File: config.mk
export PLATFORM = sky130hd
export DESIGN_NAME = charge_seq
export DESIGN_NICKNAME = d
export VERILOG_FILES = /design/src/rtl/charge_seq.v
export VERILOG_INCLUDE_DIRS = /design/src /design/src/rtl
export SDC_FILE = /design/constraint.sdc
export NUM_CORES = 1
export LEC_CHECK = 0
export ABC_AREA = 1
export BUFFER_PORTS_ARGS = -buffer_cell sky130_fd_sc_hd__clkbuf_2
export CAP_MARGIN = 15
export CORE_ASPECT_RATIO = 1.2
export CORE_UTILIZATION = 50
export DETAILED_ROUTE_END_ITERATION = 10
export GPL_ROUTABILITY_DRIVEN = 0
export PLACE_DENSITY = 0.75
export SLEW_MARGIN = 5
export SYNTH_ARGS = -nofsm -noshare
export SYNTH_HDL_FRONTEND = slang
export SYNTH_SLANG_ARGS = --single-unit
File: constraint.sdc
create_clock -name clock -period 1.8 [get_ports clock]
set_clock_uncertainty 0.1 [all_clocks]
set_input_delay 0.54 -clock clock [delete_from_list [all_inputs] [get_ports clock]]
set_output_delay 0.54 -clock clock [all_outputs]
set_load 0.005 [all_outputs]
File: src/rtl/charge_seq_regs.vh
// Constants for the charge cycle sequencer: AXI4-Lite register map, field positions,
// reset values and timing counts.
// Assumes a 20 MHz system clock and a 32-bit AXI4-Lite register bus.
//
// How it works
// Shut down on lockout or small headroom.
// Stay off until input exceeds cell.
// Adapter preferred; USB used when adapter absent.
// Break before make; timer keeps counting.
// Current-set pin high impedance shuts down, floating standby.
// Floating USB rate pin stops USB charging.
// USB rate low one load, high five.
// Timer enable low enables, high disables.
// Timer period fixed: off, 4, 6, 8 hours.
// Charge starts only qualified with cell present.
// Low cell starts in preconditioning.
// Preconditioning delivers reduced fixed fraction current.
// Above threshold moves to constant current.
// Constant current entry resets timer.
// Timer expiry in fast charge faults.
// Fault leaves to standby on removal.
// Power loss shuts down; restore restarts sequence.
// Reaching regulation voltage enters constant voltage.
// Low current held 1 ms terminates.
// Termination latches current off, complete state.
// Below recharge threshold restarts cycle.
// Die overtemperature suspends until cooled.
// Cell temperature out of window suspends.
// Status outputs encode charging, complete, test.
// Supply good low when input qualifies.
// Timer counts only while enabled and charging.
`ifndef CHARGE_SEQ_REGS_VH
`define CHARGE_SEQ_REGS_VH

// Register byte offsets.
`define REG_CONTROL     12'h000
`define REG_STATUS      12'h004
`define REG_TIMER       12'h008

// Control register fields.
`define CTRL_TIMER_SEL_LO 0
`define CTRL_TIMER_SEL_HI 1
`define CTRL_HOLD_BIT     2
`define CTRL_RESET_VALUE  32'h00000001

// Safety timer period selections.
`define TSEL_OFF        2'h0
`define TSEL_4H         2'h1
`define TSEL_6H         2'h2
`define TSEL_8H         2'h3

// Time base: one tick per second at 20 MHz.
`define CLOCK_HZ        20000000
`define SEC_CYCLES      25'd20000000
`define HOURS_4_SEC     16'd14400
`define HOURS_6_SEC     16'd21600
`define HOURS_8_SEC     16'd28800

// Termination filter: 1 ms at 20 MHz.
`define TERM_FILTER_US  1000
`define TERM_FILTER_CYC 16'h4e20

// Current scale codes.
`define ISEL_OFF        2'h0
`define ISEL_PRECOND    2'h1
`define ISEL_FULL       2'h2

`endif

File: src/rtl/charge_seq.v
// Charge cycle sequencer with AXI4-Lite register access.
// Comparator results arrive as asynchronous digital flags and are synchronised here;
// the analog loop reads the current and path outputs.
`default_nettype none
`include "charge_seq_regs.vh"

module charge_seq #(
	parameter [24:0] SEC_CYCLES      = `SEC_CYCLES,
	parameter [15:0] TERM_FILTER_CYC = `TERM_FILTER_CYC
) (
	input  wire        clock,
	input  wire        reset,
	input  wire        clock_enable,
	input  wire        adapter_supply_in,
	input  wire        usb_supply_in,
	input  wire        adapter_above_cell,
	input  wire        usb_above_cell,
	input  wire        adapter_current_set_pin,
	input  wire        adapter_set_floating,
	input  wire        usb_rate_select_pin,
	input  wire        usb_rate_floating,
	input  wire        safety_timer_enable_n,
	input  wire        cell_present,
	input  wire        cell_below_precond,
	input  wire        cell_at_regulation,
	input  wire        cell_below_recharge,
	input  wire        current_below_term,
	input  wire        die_over_temp,
	input  wire        die_cooled,
	input  wire        cell_temp_sense,
	input  wire        system_test_req,
	output reg         adapter_path_on,
	output reg         usb_path_on,
	output reg  [1:0]  current_scale,
	output reg         usb_five_loads,
	output reg         regulation_voltage,
	output reg         charge_status_a,
	output reg         charge_status_a_oe,
	output reg         charge_status_b,
	output reg         charge_status_b_oe,
	output reg         supply_good_n,
	output reg         supply_good_n_oe,
	input  wire [11:0] s_axi_awaddr,
	input  wire        s_axi_awvalid,
	output reg         s_axi_awready,
	input  wire [31:0] s_axi_wdata,
	input  wire [3:0]  s_axi_wstrb,
	input  wire        s_axi_wvalid,
	output reg         s_axi_wready,
	output reg  [1:0]  s_axi_bresp,
	output reg         s_axi_bvalid,
	input  wire        s_axi_bready,
	input  wire [11:0] s_axi_araddr,
	input  wire        s_axi_arvalid,
	output reg         s_axi_arready,
	output reg  [31:0] s_axi_rdata,
	output reg  [1:0]  s_axi_rresp,
	output reg         s_axi_rvalid,
	input  wire        s_axi_rready
);

	localparam NSYNC = 17;
	localparam [3:0] ST_SHUTDOWN = 4'h0;
	localparam [3:0] ST_STANDBY  = 4'h1;
	localparam [3:0] ST_PRECOND  = 4'h2;
	localparam [3:0] ST_CC       = 4'h3;
	localparam [3:0] ST_CV       = 4'h4;
	localparam [3:0] ST_DONE     = 4'h5;
	localparam [3:0] ST_TEMPF    = 4'h6;
	localparam [3:0] ST_TIMERF   = 4'h7;
	localparam [3:0] ST_TEST     = 4'h8;

	// Two-stage synchroniser for every pin flag.
	reg  [NSYNC-1:0] sync1_q;
	reg  [NSYNC-1:0] sync2_q;
	wire [NSYNC-1:0] pins_in = {system_test_req, cell_temp_sense, die_cooled, die_over_temp,
		current_below_term, cell_below_recharge, cell_at_regulation, cell_below_precond,
		cell_present, safety_timer_enable_n, usb_rate_floating, usb_rate_select_pin,
		adapter_set_floating, adapter_current_set_pin, usb_above_cell, adapter_above_cell,
		adapter_supply_in};

	always @(posedge clock) begin
		if (reset) begin
			sync1_q <= {NSYNC{1'b0}};
			sync2_q <= {NSYNC{1'b0}};
		end else if (clock_enable) begin
			sync1_q <= pins_in;
			sync2_q <= sync1_q;
		end
	end

	// USB supply flag held in its own two-stage chain to keep the order of bits below simple.
	reg usb_s1_q;
	reg usb_supply_seen_q;
	always @(posedge clock) begin
		if (reset) begin
			usb_s1_q          <= 1'b0;
			usb_supply_seen_q <= 1'b0;
		end else if (clock_enable) begin
			usb_s1_q          <= usb_supply_in;
			usb_supply_seen_q <= usb_s1_q;
		end
	end

	// Bit order follows the concatenation above, lowest bit last in the list.
	wire ac_ok      = sync2_q[0] & sync2_q[1];
	wire usb_ok_raw = sync2_q[2];
	wire ac_set_hiz = sync2_q[3];
	wire ac_float   = sync2_q[4];
	wire usb_rate   = sync2_q[5];
	wire usb_float  = sync2_q[6];
	wire te_n       = sync2_q[7];
	wire cell_in    = sync2_q[8];
	wire below_pre  = sync2_q[9];
	wire at_reg     = sync2_q[10];
	wire below_rch  = sync2_q[11];
	wire low_cur    = sync2_q[12];
	wire die_hot    = sync2_q[13];
	wire die_cool   = sync2_q[14];
	wire cell_temp_sense_ok   = sync2_q[15];
	wire test_req   = sync2_q[16];

	// Power qualification: each source needs its lockout flag and its headroom flag over
	// the cell, so a qualified source implies both threshold and margin.
	wire usb_ok     = usb_ok_raw & usb_supply_seen_q;
	wire power_ok   = ac_ok | usb_ok;
	wire use_ac     = ac_ok;
	wire disabled   = use_ac ? (ac_set_hiz | ac_float) : usb_float;

	// Registers written over the bus.
	reg [31:0] control_q;
	wire [1:0] timer_sel = control_q[`CTRL_TIMER_SEL_HI:`CTRL_TIMER_SEL_LO];

	// Period lookup shared by timer and status readback.
	function [15:0] period_sec;
		input [1:0] sel;
		begin
			case (sel)
				`TSEL_4H: period_sec = `HOURS_4_SEC;
				`TSEL_6H: period_sec = `HOURS_6_SEC;
				`TSEL_8H: period_sec = `HOURS_8_SEC;
				default:  period_sec = 16'h0000;
			endcase
		end
	endfunction

	// Sequencer state and timers.
	reg [3:0]  state_q;
	reg [24:0] tick_q;
	reg [15:0] secs_q;
	reg [15:0] filt_q;
	reg        path_gap_q;
	reg        last_ac_q;
	reg        die_hold_q;

	wire timer_on   = ~te_n & (timer_sel != `TSEL_OFF);
	wire charging   = (state_q == ST_PRECOND) | (state_q == ST_CC) | (state_q == ST_CV);
	wire suspended  = die_hold_q | ~cell_temp_sense_ok;
	wire expired    = timer_on & (secs_q >= period_sec(timer_sel));
	wire low_done   = (filt_q >= TERM_FILTER_CYC);
	// Idle states and the end of preconditioning restart the count, so each entry to fast charge
	// from standby, preconditioning or done starts from zero, while a temperature fault keeps the count it had.
	wire timer_clear = (state_q == ST_SHUTDOWN) | (state_q == ST_STANDBY) |
		(state_q == ST_DONE) | (state_q == ST_TEST) |
		(state_q == ST_PRECOND && !below_pre);

	// Die overtemperature hysteresis: suspend when hot, release only when cooled.
	always @(posedge clock) begin
		if (reset) begin
			die_hold_q <= 1'b0;
		end else if (clock_enable) begin
			if (die_hot) begin
				die_hold_q <= 1'b1;
			end else if (die_cool) begin
				die_hold_q <= 1'b0;
			end
		end
	end

	// Safety timer: one tick per second, frozen while suspended, cleared in idle states and at the end of preconditioning.
	always @(posedge clock) begin
		if (reset) begin
			tick_q <= 25'd0;
			secs_q <= 16'h0000;
		end else if (clock_enable) begin
			if (timer_clear) begin
				tick_q <= 25'd0;
				secs_q <= 16'h0000;
			end else if (charging && timer_on && !suspended) begin
				if (tick_q == SEC_CYCLES - 25'd1) begin
					tick_q <= 25'd0;
					if (secs_q != 16'hffff) begin
						secs_q <= secs_q + 16'h0001;
					end
				end else begin
					tick_q <= tick_q + 25'd1;
				end
			end
		end
	end

	// Termination filter: low current must persist the whole window.
	always @(posedge clock) begin
		if (reset) begin
			filt_q <= 16'h0000;
		end else if (clock_enable) begin
			if (state_q == ST_CV && low_cur && !suspended) begin
				if (!low_done) begin
					filt_q <= filt_q + 16'h0001;
				end
			end else begin
				filt_q <= 16'h0000;
			end
		end
	end

	// Main sequencer; power loss wins over every state.
	always @(posedge clock) begin
		if (reset) begin
			state_q <= ST_SHUTDOWN;
		end else if (clock_enable) begin
			if (!power_ok || (use_ac && ac_set_hiz && !ac_float)) begin
				state_q <= ST_SHUTDOWN;
			end else begin
				case (state_q)
					ST_SHUTDOWN: begin
						state_q <= ST_STANDBY;
					end
					ST_STANDBY: begin
						if (test_req && !cell_in) begin
							state_q <= ST_TEST;
						end else if (!disabled && cell_in) begin
							state_q <= below_pre ? ST_PRECOND : ST_CC;
						end
					end
					ST_PRECOND, ST_CC, ST_CV: begin
						if (disabled || !cell_in) begin
							state_q <= ST_STANDBY;
						end else if (!cell_temp_sense_ok) begin
							state_q <= ST_TEMPF;
						end else if (state_q == ST_PRECOND) begin
							if (!below_pre) begin
								state_q <= ST_CC;
							end
						end else if (state_q == ST_CC) begin
							if (at_reg) begin
								state_q <= ST_CV;
							end else if (expired) begin
								state_q <= ST_TIMERF;
							end
						end else if (low_done || expired) begin
							state_q <= ST_DONE;
						end
					end
					ST_TEMPF: begin
						if (disabled || !cell_in) begin
							state_q <= ST_STANDBY;
						end else if (cell_temp_sense_ok) begin
							state_q <= at_reg ? ST_CV : (below_pre ? ST_PRECOND : ST_CC);
						end
					end
					ST_DONE: begin
						if (disabled || !cell_in) begin
							state_q <= ST_STANDBY;
						end else if (below_rch) begin
							state_q <= ST_CC;
						end
					end
					ST_TIMERF: begin
						if (disabled || !cell_in) begin
							state_q <= ST_STANDBY;
						end
					end
					ST_TEST: begin
						if (!test_req) begin
							state_q <= ST_STANDBY;
						end
					end
					default: begin
						state_q <= ST_SHUTDOWN;
					end
				endcase
			end
		end
	end

	// Power path: a changed source sees two cycles with both paths open before the new one closes.
	always @(posedge clock) begin
		if (reset) begin
			adapter_path_on <= 1'b0;
			usb_path_on     <= 1'b0;
			path_gap_q      <= 1'b0;
			last_ac_q       <= 1'b0;
			current_scale   <= `ISEL_OFF;
			usb_five_loads  <= 1'b0;
			regulation_voltage <= 1'b0;
		end else if (clock_enable) begin
			last_ac_q <= use_ac;
			path_gap_q <= (last_ac_q != use_ac);
			if ((charging && !suspended) || state_q == ST_TEST) begin
				if (last_ac_q != use_ac || path_gap_q) begin
					adapter_path_on <= 1'b0;
					usb_path_on     <= 1'b0;
				end else begin
					adapter_path_on <= use_ac;
					usb_path_on     <= ~use_ac;
				end
			end else begin
				adapter_path_on <= 1'b0;
				usb_path_on     <= 1'b0;
			end
			if (state_q == ST_PRECOND && !suspended) begin
				current_scale <= `ISEL_PRECOND;
			end else if ((charging && !suspended) || state_q == ST_TEST) begin
				current_scale <= `ISEL_FULL;
			end else begin
				current_scale <= `ISEL_OFF;
			end
			usb_five_loads     <= usb_rate;
			regulation_voltage <= (state_q == ST_CV) || (state_q == ST_TEST);
		end
	end

	// Open-drain status pins: the enable is high while the pin is pulled low.
	always @(posedge clock) begin
		if (reset) begin
			charge_status_a    <= 1'b0;
			charge_status_a_oe <= 1'b0;
			charge_status_b    <= 1'b0;
			charge_status_b_oe <= 1'b0;
			supply_good_n      <= 1'b0;
			supply_good_n_oe   <= 1'b0;
		end else if (clock_enable) begin
			charge_status_a_oe <= charging || state_q == ST_TEST;
			charge_status_b_oe <= state_q == ST_DONE || state_q == ST_TEST;
			supply_good_n_oe   <= power_ok;
		end
	end

	// AXI4-Lite slave: address and data taken in either order, one response each.
	reg        aw_have_q;
	reg        w_have_q;
	reg [11:0] awaddr_q;
	reg [31:0] wdata_q;
	reg [3:0]  wstrb_q;

	always @(posedge clock) begin
		if (reset) begin
			aw_have_q     <= 1'b0;
			w_have_q      <= 1'b0;
			awaddr_q      <= 12'h000;
			wdata_q       <= 32'h00000000;
			wstrb_q       <= 4'h0;
			s_axi_awready <= 1'b0;
			s_axi_wready  <= 1'b0;
			s_axi_bvalid  <= 1'b0;
			s_axi_bresp   <= 2'h0;
			control_q     <= `CTRL_RESET_VALUE;
		end else if (clock_enable) begin
			s_axi_awready <= !aw_have_q && !s_axi_awready && s_axi_awvalid && !s_axi_bvalid;
			s_axi_wready  <= !w_have_q && !s_axi_wready && s_axi_wvalid && !s_axi_bvalid;
			if (s_axi_awvalid && s_axi_awready) begin
				aw_have_q <= 1'b1;
				awaddr_q  <= s_axi_awaddr;
			end
			if (s_axi_wvalid && s_axi_wready) begin
				w_have_q <= 1'b1;
				wdata_q  <= s_axi_wdata;
				wstrb_q  <= s_axi_wstrb;
			end
			if (aw_have_q && w_have_q && !s_axi_bvalid) begin
				aw_have_q    <= 1'b0;
				w_have_q     <= 1'b0;
				s_axi_bvalid <= 1'b1;
				if (awaddr_q[11:2] == `REG_CONTROL >> 2) begin
					s_axi_bresp <= 2'h0;
					if (wstrb_q[0]) begin
						control_q[7:0] <= wdata_q[7:0];
					end
				end else if (awaddr_q[11:2] == `REG_STATUS >> 2 ||
					awaddr_q[11:2] == `REG_TIMER >> 2) begin
					s_axi_bresp <= 2'h0;
				end else begin
					s_axi_bresp <= 2'h2;
				end
			end else if (s_axi_bvalid && s_axi_bready) begin
				s_axi_bvalid <= 1'b0;
			end
		end
	end

	// Read channel: status shows state, source and suspend causes.
	always @(posedge clock) begin
		if (reset) begin
			s_axi_arready <= 1'b0;
			s_axi_rvalid  <= 1'b0;
			s_axi_rdata   <= 32'h00000000;
			s_axi_rresp   <= 2'h0;
		end else if (clock_enable) begin
			s_axi_arready <= !s_axi_arready && s_axi_arvalid && !s_axi_rvalid;
			if (s_axi_arvalid && s_axi_arready) begin
				s_axi_rvalid <= 1'b1;
				s_axi_rresp  <= 2'h0;
				if (s_axi_araddr[11:2] == `REG_CONTROL >> 2) begin
					s_axi_rdata <= {24'h000000, control_q[7:0]};
				end else if (s_axi_araddr[11:2] == `REG_STATUS >> 2) begin
					s_axi_rdata <= {20'h00000, die_hold_q, ~cell_temp_sense_ok, use_ac,
						power_ok, timer_on, expired, low_done, 1'b0, state_q};
				end else if (s_axi_araddr[11:2] == `REG_TIMER >> 2) begin
					s_axi_rdata <= {period_sec(timer_sel), secs_q};
				end else begin
					s_axi_rdata <= 32'h00000000;
					s_axi_rresp <= 2'h2;
				end
			end else if (s_axi_rvalid && s_axi_rready) begin
				s_axi_rvalid <= 1'b0;
			end
		end
	end

endmodule // charge_seq
`default_nettype wire

==> out/summary.md, run 1 <==
The die covers 0.0177 mm^2. In this run the count of I/O pins placed on the die edge is 139. The classification of the worst-slack hold path was in2reg. Yosys attributes the largest share of cell area to dfxtp_1 39%, nand2_1 11%, nor2_1 8.8%, a21oi_1 6.1%, inv_1 5.7%. The clock-pin slew on the worst setup and hold paths was 70 ps; the count of clock tree sinks was 168.

In this run switching power makes up 26.5% of total power. Power comes to 8.58 mW. The die is 121 um wide. After synthesis, the mean cell area works out to 6.83 um^2.

The tools report the estimated wirelength of the detail-placed design as 16.8 mm. Synthesis instantiated 45 different standard cells from the library. The clock passes through at most 2 buffers.

Of all flip-flops after synthesis, the portion carrying an async set or reset was 0%. The final layout contains 1573 nets. Final max-slew violation count: 0. The post-route setup TNS came out at -3000 ps. Setup repair after global routing could not meet its margin everywhere. For this run, design rule violations remaining after detail routing come to 0.

The internal portion of the total power is 6.31 mW. Clock tree synthesis selected as its root buffer the cell clkbuf_16. The total area inside the core boundary comes to 0.0168 mm^2. The first global-routing pass estimated 39.2 mm of wire.

The run gives 66.5% as the worst slew margin relative to its limit. In this run the critical register-to-register path is launched from control_q[0]. The largest fanout on the critical path is 8.

The number of levels in the clock H-tree is 4. For this design the total switching power over the nets is 2.28 mW. The flow ran to the end, but the final reports show violations. Worst setup path startpoint: control_q[0]. Clock buffer count from CTS: 17.

The vertical die dimension is 145 um. The checks that failed: negative setup slack. The row count is 52, and the sequential-to-total area share from yosys stat is 39.3%. The leakage dissipation was 4.92 nW; the count of nets left with antenna violations after detail routing was 0. The area growth from synthesis to layout was 35.1%; the wire length per cell was 15.1 um. The tools report the data arrival time of the critical path as 2300 ps. TritonCTS built the clock tree. The worst vdd rail ir drop is 0.000758 V.

STA classifies the critical path startpoint as a flip-flop. The share of synthesized area in the top cell type comes to 39.3%. The number of warnings issued by yosys came out at 0. Combinational cells account for 11.4% of the total power. In this run, synthesis produced a sequential element count of 168. In the final layout, the share of cells above drive strength 1 is 30.2%. In the synthesized netlist the dominant register cell turns out to be dfxtp_1. The biggest area contributor in the post-synthesis netlist is dfxtp_1. In this run the power density over the cells is 742 mW/mm^2. The endpoint identified for the worst register-to-register timing path is state_q[3]. The tools report the initial antenna violation count as 0. The area of the multi-input gates was 0.00505 mm^2. Across the run, the number of max-cap violations was 0. Following the worst setup path forward leads to its endpoint at state_q[3]. Entering global routing, the biggest net connects 61 pins.

The count of endpoints failing setup in the final report was 31; the utilization after layout was 68.9%. Per report_power, the clock group accounts for 43.4% of the total. The worst register-to-register path has a depth of 15. The via count of the routed design was 9260; the time the worst path needs with I/O delays and setup was 2070 ps. Dividing the detail-routed via count by the number of cells gives 5.46. The run gives 0.00340 mm^2 as the area taken by flip-flops and latches.

For this block, the routed nets add up to 25.6 mm of wire. The tools report the via count of the first global-routing pass as 8622. The measured slew at the worst slew-check pin was 497 ps; the initial core utilization was 51.0%. The residual overflow from global routing came out at 0. The first-pass detailed-route iteration total is 5, and the critical path data required time is 2030 ps. Based on the critical path, the design can be clocked at up to 0.483 GHz. After filler insertion, the fill cell instance count of the layout stands at 1307. The fraction of power consumed by sequential logic is 45.2%. The synthesized design contains 0 enable-type register cells.

The type of the worst setup path is reg2reg. Synthesis handed over a netlist of 1253 instances. After synthesis, the most frequently instantiated cells are 250 x nand2_1, 201 x nor2_1, 168 x dfxtp_1. The run gives 0 as the number of hold violations in the final report. The mapped netlist covers 0.00856 mm^2. The first-iteration detailed-routing DRC count is 810. The final critical path takes up 115% of the cycle. The worst register-to-register path has a setup slack of -270 ps.

The repair_antennas step left the layout with diodes totalling 0. By instance count, the leading cell after synthesis is nand2_1. During placement, the flow inserted port buffers numbering 94. STA classifies the critical path endpoint as a flip-flop. The final critical-path setup slack is -271 ps, and the total routing resource utilization after global routing is 27.7%.

The worst hold margin is 218 ps. The tools report the clock insertion delay at the later pin of the skew report as 450 ps. Buffers inserted to repair hold after CTS numbered 0.
==> registers in the layout (all words and copies together), names as in the netlist, 2 cells and up <==
name / flops
tick_q: 25
s_axi_rdata: 23
sync1_q: 17
sync2_q: 17
filt_q: 16
secs_q: 16
awaddr_q: 10
control_q: 8
wdata_q: 8
state_q: 4
current_scale: 2
==> power groups by stage <==
stage	Sequential [mW]	Clock [mW]	Combinational [mW]
detailed placement	3.96	0	0.794
global route	3.89	3.89	1.06
floorplan	3.95	0	0.497
finish	3.88	3.72	0.977
global placement	3.96	0	0.780
CTS	3.88	3.73	0.862
==> cell families (layout without fill, tap and decap cells) <==
family                     after synthesis  in the layout  share of synthesized area [%]
AOI/OAI and AO/OA                      226            226                           14.5
xor gates and xnor gates                25             25                           2.56
adders and majority gates               18             18                           2.63
buffers and inverters                  200            414                           10.2
DFF                                    168            168                           39.3
other                                    1             13                         0.0438
and+or+nand+nor                        615            617                           30.9
==> through the flow <==
stage	cells	cell area [um^2]	setup WS, ps
6_report	1697	11600	-271
3_5_place_dp	1647	10100	-268
5_1_grt	1697	11600	-355
2_1_floorplan	1265	8700	-54.3
3_3_place_gp	1647	10100	-198
4_1_cts	1685	11000	-225
==> worst max-delay path, cell delays in order, from the launching register on <==
cell	delay, ps
dfxtp_4	420
inv_6	60
ha_4	260
inv_2	40
ha_4	260
nand2_4	50
nor2_2	100
nand2_1	50
nand2_1	60
nand2_1	60
nand2_2	90
nand2_2	70
nand3_4	130
nand3_2	90
nand2_1	70
nor2_1	40
==> cell usage in the layout, fill, tap and decap left out, types with 5 or more instances in the layout <==
| master | count |
|---|---|
| buf_4 | 135 |
| clkbuf_2 | 94 |
| inv_2 | 13 |
| o211ai_1 | 5 |
| conb_1 | 13 |
| buf_6 | 8 |
| nand2_2 | 30 |
| inv_1 | 116 |
| a21oi_2 | 27 |
| nand2_1 | 218 |
| nand3_4 | 5 |
| o22ai_1 | 5 |
| nor2_4 | 8 |
| buf_12 | 6 |
| xor2_1 | 22 |
| nand3_1 | 66 |
| o21ai_0 | 79 |
| dfxtp_2 | 18 |
| nand2_4 | 9 |
| nor2_2 | 7 |
| inv_6 | 7 |
| nor3_2 | 6 |
| dfxtp_4 | 5 |
| a211oi_1 | 12 |
| nand2_8 | 6 |
| dfxtp_1 | 145 |
| ha_1 | 7 |
| nand4_1 | 27 |
| ha_4 | 10 |
| clkbuf_16 | 17 |
| nand3_2 | 12 |
| nor2_1 | 191 |
| nor3_1 | 24 |
| o21bai_1 | 5 |
| a21oi_1 | 77 |
==> layout make-up <==
class / count / area share [%]
Inverter: 138 / 4.72
Tap cell: 216 / 2.34
Multi-Input combinational cell: 899 / 43.6
Timing Repair Buffer: 245 / 14.8
Clock buffer: 19 / 3.83
Clock inverter: 12 / 1.23
Sequential cell: 168 / 29.4
==> repair_timing <==
action                     in CTS  in global routing
cloned                          1                  2
setup endpoints to repair      41                 59
hold endpoints to repair        0                  0
resized for setup              41                144
buffers inserted                6                 10
pin swaps                      27                 62
==> worst min path at each step <==
stage	from	end	slack [ps]	depth (start not counted)
after floorplan	awaddr_q[11]	awaddr_q[11]	320	2
after global placement	awaddr_q[11]	awaddr_q[11]	330	2
after detailed placement	awaddr_q[4]	awaddr_q[4]	340	2
after CTS	system_test_req	sync1_q[16]	220	3
after global routing	adapter_set_floating	sync1_q[4]	240	3
final	system_test_req	sync1_q[16]	220	3
==> per-layer routing <==
| layer | global-route usage (%) | vias up | share of wire, % |
|---|---|---|---|
| met1 | 32.2 | 4257 | 39 |
| met4 | 12.6 | 0 | 3.8 |
| met2 | 49.2 | 415 | 51 |
| met3 | 4.27 | 98 | 6.2 |
| met5 | 0 | - | 0 |
| li1 | - | 4490 | - |
Power figures use the tool's default switching activity.
==> run 2, diff against run 1 <==
MAX_ROUTING_LAYER = met4   (was default)
PLACE_DENSITY = 0.72   (was 0.75)
TNS_END_PERCENT = 20   (was default)
clock period = 2.2 ns   (was 1.8 ns; I/O delays follow)
==> out/summary.md, run 2 (synthesized netlist as in run 1, its figures left out) <==
Endpoint kind of the worst setup timing path: a flip-flop (unchanged). For the first-pass detailed-route iteration total, the log shows 5 (unchanged). The estimated wirelength of the detail-placed design was 15.1 mm (was 16.8 mm); the maximum root-to-sink buffer count was 2 (unchanged). Area growth from synthesis to layout: 17.8% (was 35.1%). The terminus of the critical flop-to-flop path is state_q[2] (was state_q[3]). Commonest non-fill, non-tap cell in the layout: nand2_1 (unchanged).

The number of hold violations in the final report is 0 (unchanged), and the pin count of the biggest net entering global routing is 59 (was 61). The tools report the area enclosed by the die boundary as 0.0177 mm^2 (unchanged). Area of all placed cells without fillers: 0.0101 mm^2 (was 0.0116 mm^2). The tools report the startpoint of the most critical register-to-register path as control_q[1] (was control_q[0]). Number of fill cells: 1661 (was 1307). Wire length of the first global-routing pass: 35.5 mm (was 39.2 mm). The count of nets left with antenna violations after detail routing came out at 0 (unchanged). Internal power contribution: 5.20 mW (was 6.31 mW). The first-iteration detailed-routing DRC count was 573 (was 810). The die width came out at 121 um (unchanged). Area taken by flip-flops and latches: 0.00337 mm^2 (was 0.00340 mm^2).

Type of the worst setup path: reg2reg (unchanged). The final wirelength is 20.9 mm (was 25.6 mm). The logs give 0 ps (was -3000 ps) for the post-route setup TNS and 0 (unchanged) for the number of antenna cells inserted.

The utilization after layout is 60.1% (was 68.9%). The total core area was 0.0168 mm^2 (unchanged); the count of clock tree sinks was 168 (unchanged). The fraction of layout instances using a drive strength above 1 was 16.4% (was 30.2%). The tools report the clock root buffer as clkbuf_16 (unchanged). The logs give 0.00445 mm^2 (was 0.00505 mm^2) for the area of the multi-input gates and 7714 (was 8622) for the via count of the first global-routing pass. The count of max-cap constraint violations is 0 (unchanged). For the switching power, the log shows 1.70 mW (was 2.28 mW). The maximum achievable frequency was 0.476 GHz (was 0.483 GHz); the final max-slew violation count was 0 (unchanged). For the via count of the routed design, the log shows 8296 (was 9260). The run gives 139 (unchanged) as the count of pins on the block boundary. The time the worst path needs with I/O delays and setup works out to 2100 ps (was 2070 ps). Leakage dissipation: 4.26 nW (was 4.92 nW). The register name with the most flops was tick_q (unchanged). Most frequent cells in the layout: 248 x nand2_1, 198 x nor2_1, 165 x dfxtp_1 (was 218 x nand2_1, 191 x nor2_1, 145 x dfxtp_1).

The switching share of total power is 24.7% (was 26.5%). The startpoint of the worst hold path was awaddr_q[6] (was system_test_req). For the buffers inserted during post-CTS setup optimization, the log shows 0 (was 6). Proportion of power drawn by the clock network: 45.5% (was 43.4%). Critical path data required time: 2420 ps (was 2030 ps). The register-to-register path setup slack came out at 100 ps (was -270 ps). The cell depth of the worst min-delay path came out at 2 (was 3).

Classification of the worst-slack hold path: reg2reg (was in2reg). The data arrival time of the critical path is 2320 ps (was 2300 ps), and the worst vdd rail ir drop is 0.000524 V (was 0.000758 V). The largest fanout on the critical path works out to 8 (unchanged). The post-place instance area was 0.00939 mm^2 (was 0.0101 mm^2).

The count of input and output buffers was 94 (unchanged); the flip-flop count of the largest register, all copies and words added was 25 (unchanged). For the count of endpoints failing setup in the final report, the log shows 0 (was 31). The row count was 52 (unchanged).

The run gives -41.3 ps (was -268 ps) as the post-place setup slack. Setup repair after global routing could not meet its margin everywhere. The depth of the most critical reg-to-reg path is 14 (was 15).

The clock buffer count from CTS is 17 (unchanged), and the count of unresolved DRC violations after routing is 0 (unchanged). The vertical die dimension is 145 um (unchanged), and the count of hold buffers inserted by post-cts repair is 0 (unchanged). The wire length per cell is 13.1 um (was 15.1 um), and the clock insertion delay at the later pin of the skew report is 430 ps (was 450 ps).

The initial core utilization was 51.0% (unchanged); the post-route clock period utilization was 95.4% (was 115%). The clock-pin slew on the worst setup and hold paths works out to 60 ps (was 70 ps). The final critical-path setup slack is 100 ps (was -271 ps), and the share of total power in combinational logic is 8.4% (was 11.4%).

The cell area power density works out to 684 mW/mm^2 (was 742 mW/mm^2). The fraction of power consumed by sequential logic was 46.1% (was 45.2%); the via count normalized by instance count was 5.21 (was 5.46). The logs give 0 (unchanged) for the initial antenna violation count and 25.6% (was 27.7%) for the total routing resource utilization after global routing. Top flop regs: tick_q (25), s_axi_rdata (23) (unchanged). TritonCTS built the clock tree. The flow ran to the end, and the final reports show no timing, DRC or antenna violations.

The tools report the critical path launch point type as a flip-flop (unchanged). End of the worst hold path: awaddr_q[6] (was sync1_q[16]). The number of nets at the end of the flow is 1469 (was 1573). For the residual overflow from global routing, the log shows 0 (unchanged). The number of levels in the clock H-tree is 4 (unchanged).
## run 2: metrics by stage
stage,cells,hold WS (ps),total power [mW]
2_1_floorplan,1265,324,3.64
3_3_place_gp,1562,330,3.81
3_5_place_dp,1562,337,3.82
4_1_cts,1593,343,6.94
5_1_grt,1593,357,7.14
6_report,1593,346,6.90
## run 2: layer usage
metal  global-route usage (%)  part of all wire [%]  vias to the layer above
li1                         -                     -                     4272
met1                     31.0                    44                     3822
met2                     43.0                    50                      170
met3                     4.82                   4.4                       32
met4                     7.16                   1.5                        0
met5                        -                     0                        -
## run 2: power groups by stage
stage	sequential, mW	combinational, mW	clock (mW)
global placement	3.24	0.570	0
detailed placement	3.25	0.576	0
finish	3.18	0.582	3.14
global route	3.19	0.656	3.30
CTS	3.18	0.579	3.18
floorplan	3.23	0.404	0
## run 2: critical path: stages (launching register included)
cell     delay [ps]
dfxtp_2         340
buf_4           120
ha_2            190
inv_1            50
ha_1            260
nand2_1          80
inv_1            50
nand2_1          50
nand2_1          70
a21oi_2         170
nand2_2          90
nand2_2          80
nand3_4         130
a21oi_1         160
nor2_1           60
## run 2: worst max-delay path by stage
stage | startpoint | to | slack, ps
2_1_floorplan | control_q[0] | state_q[3] | 210
3_3_place_gp | control_q[1] | state_q[3] | 20
3_5_place_dp | control_q[1] | state_q[1] | -40
4_1_cts | control_q[0] | state_q[3] | 20
5_1_grt | control_q[1] | state_q[0] | -60
6_report | control_q[1] | state_q[2] | 100
## run 2: timing repair
action / 4_1_cts / 5_1_grt
resized for setup: 2 / 22
pin swaps: 0 / 6
cloned: 0 / 0
endpoints found under the setup margin: 4 / 20
hold endpoints to repair: 0 / 0
## run 2: area by class of cell
class / count / area share (%)
Multi-Input combinational cell: 897 / 44.1
Sequential cell: 168 / 33.4
Timing Repair Buffer: 143 / 8.56
Inverter: 138 / 5.16
Clock buffer: 19 / 4.49
Tap cell: 216 / 2.68
Clock inverter: 12 / 1.61
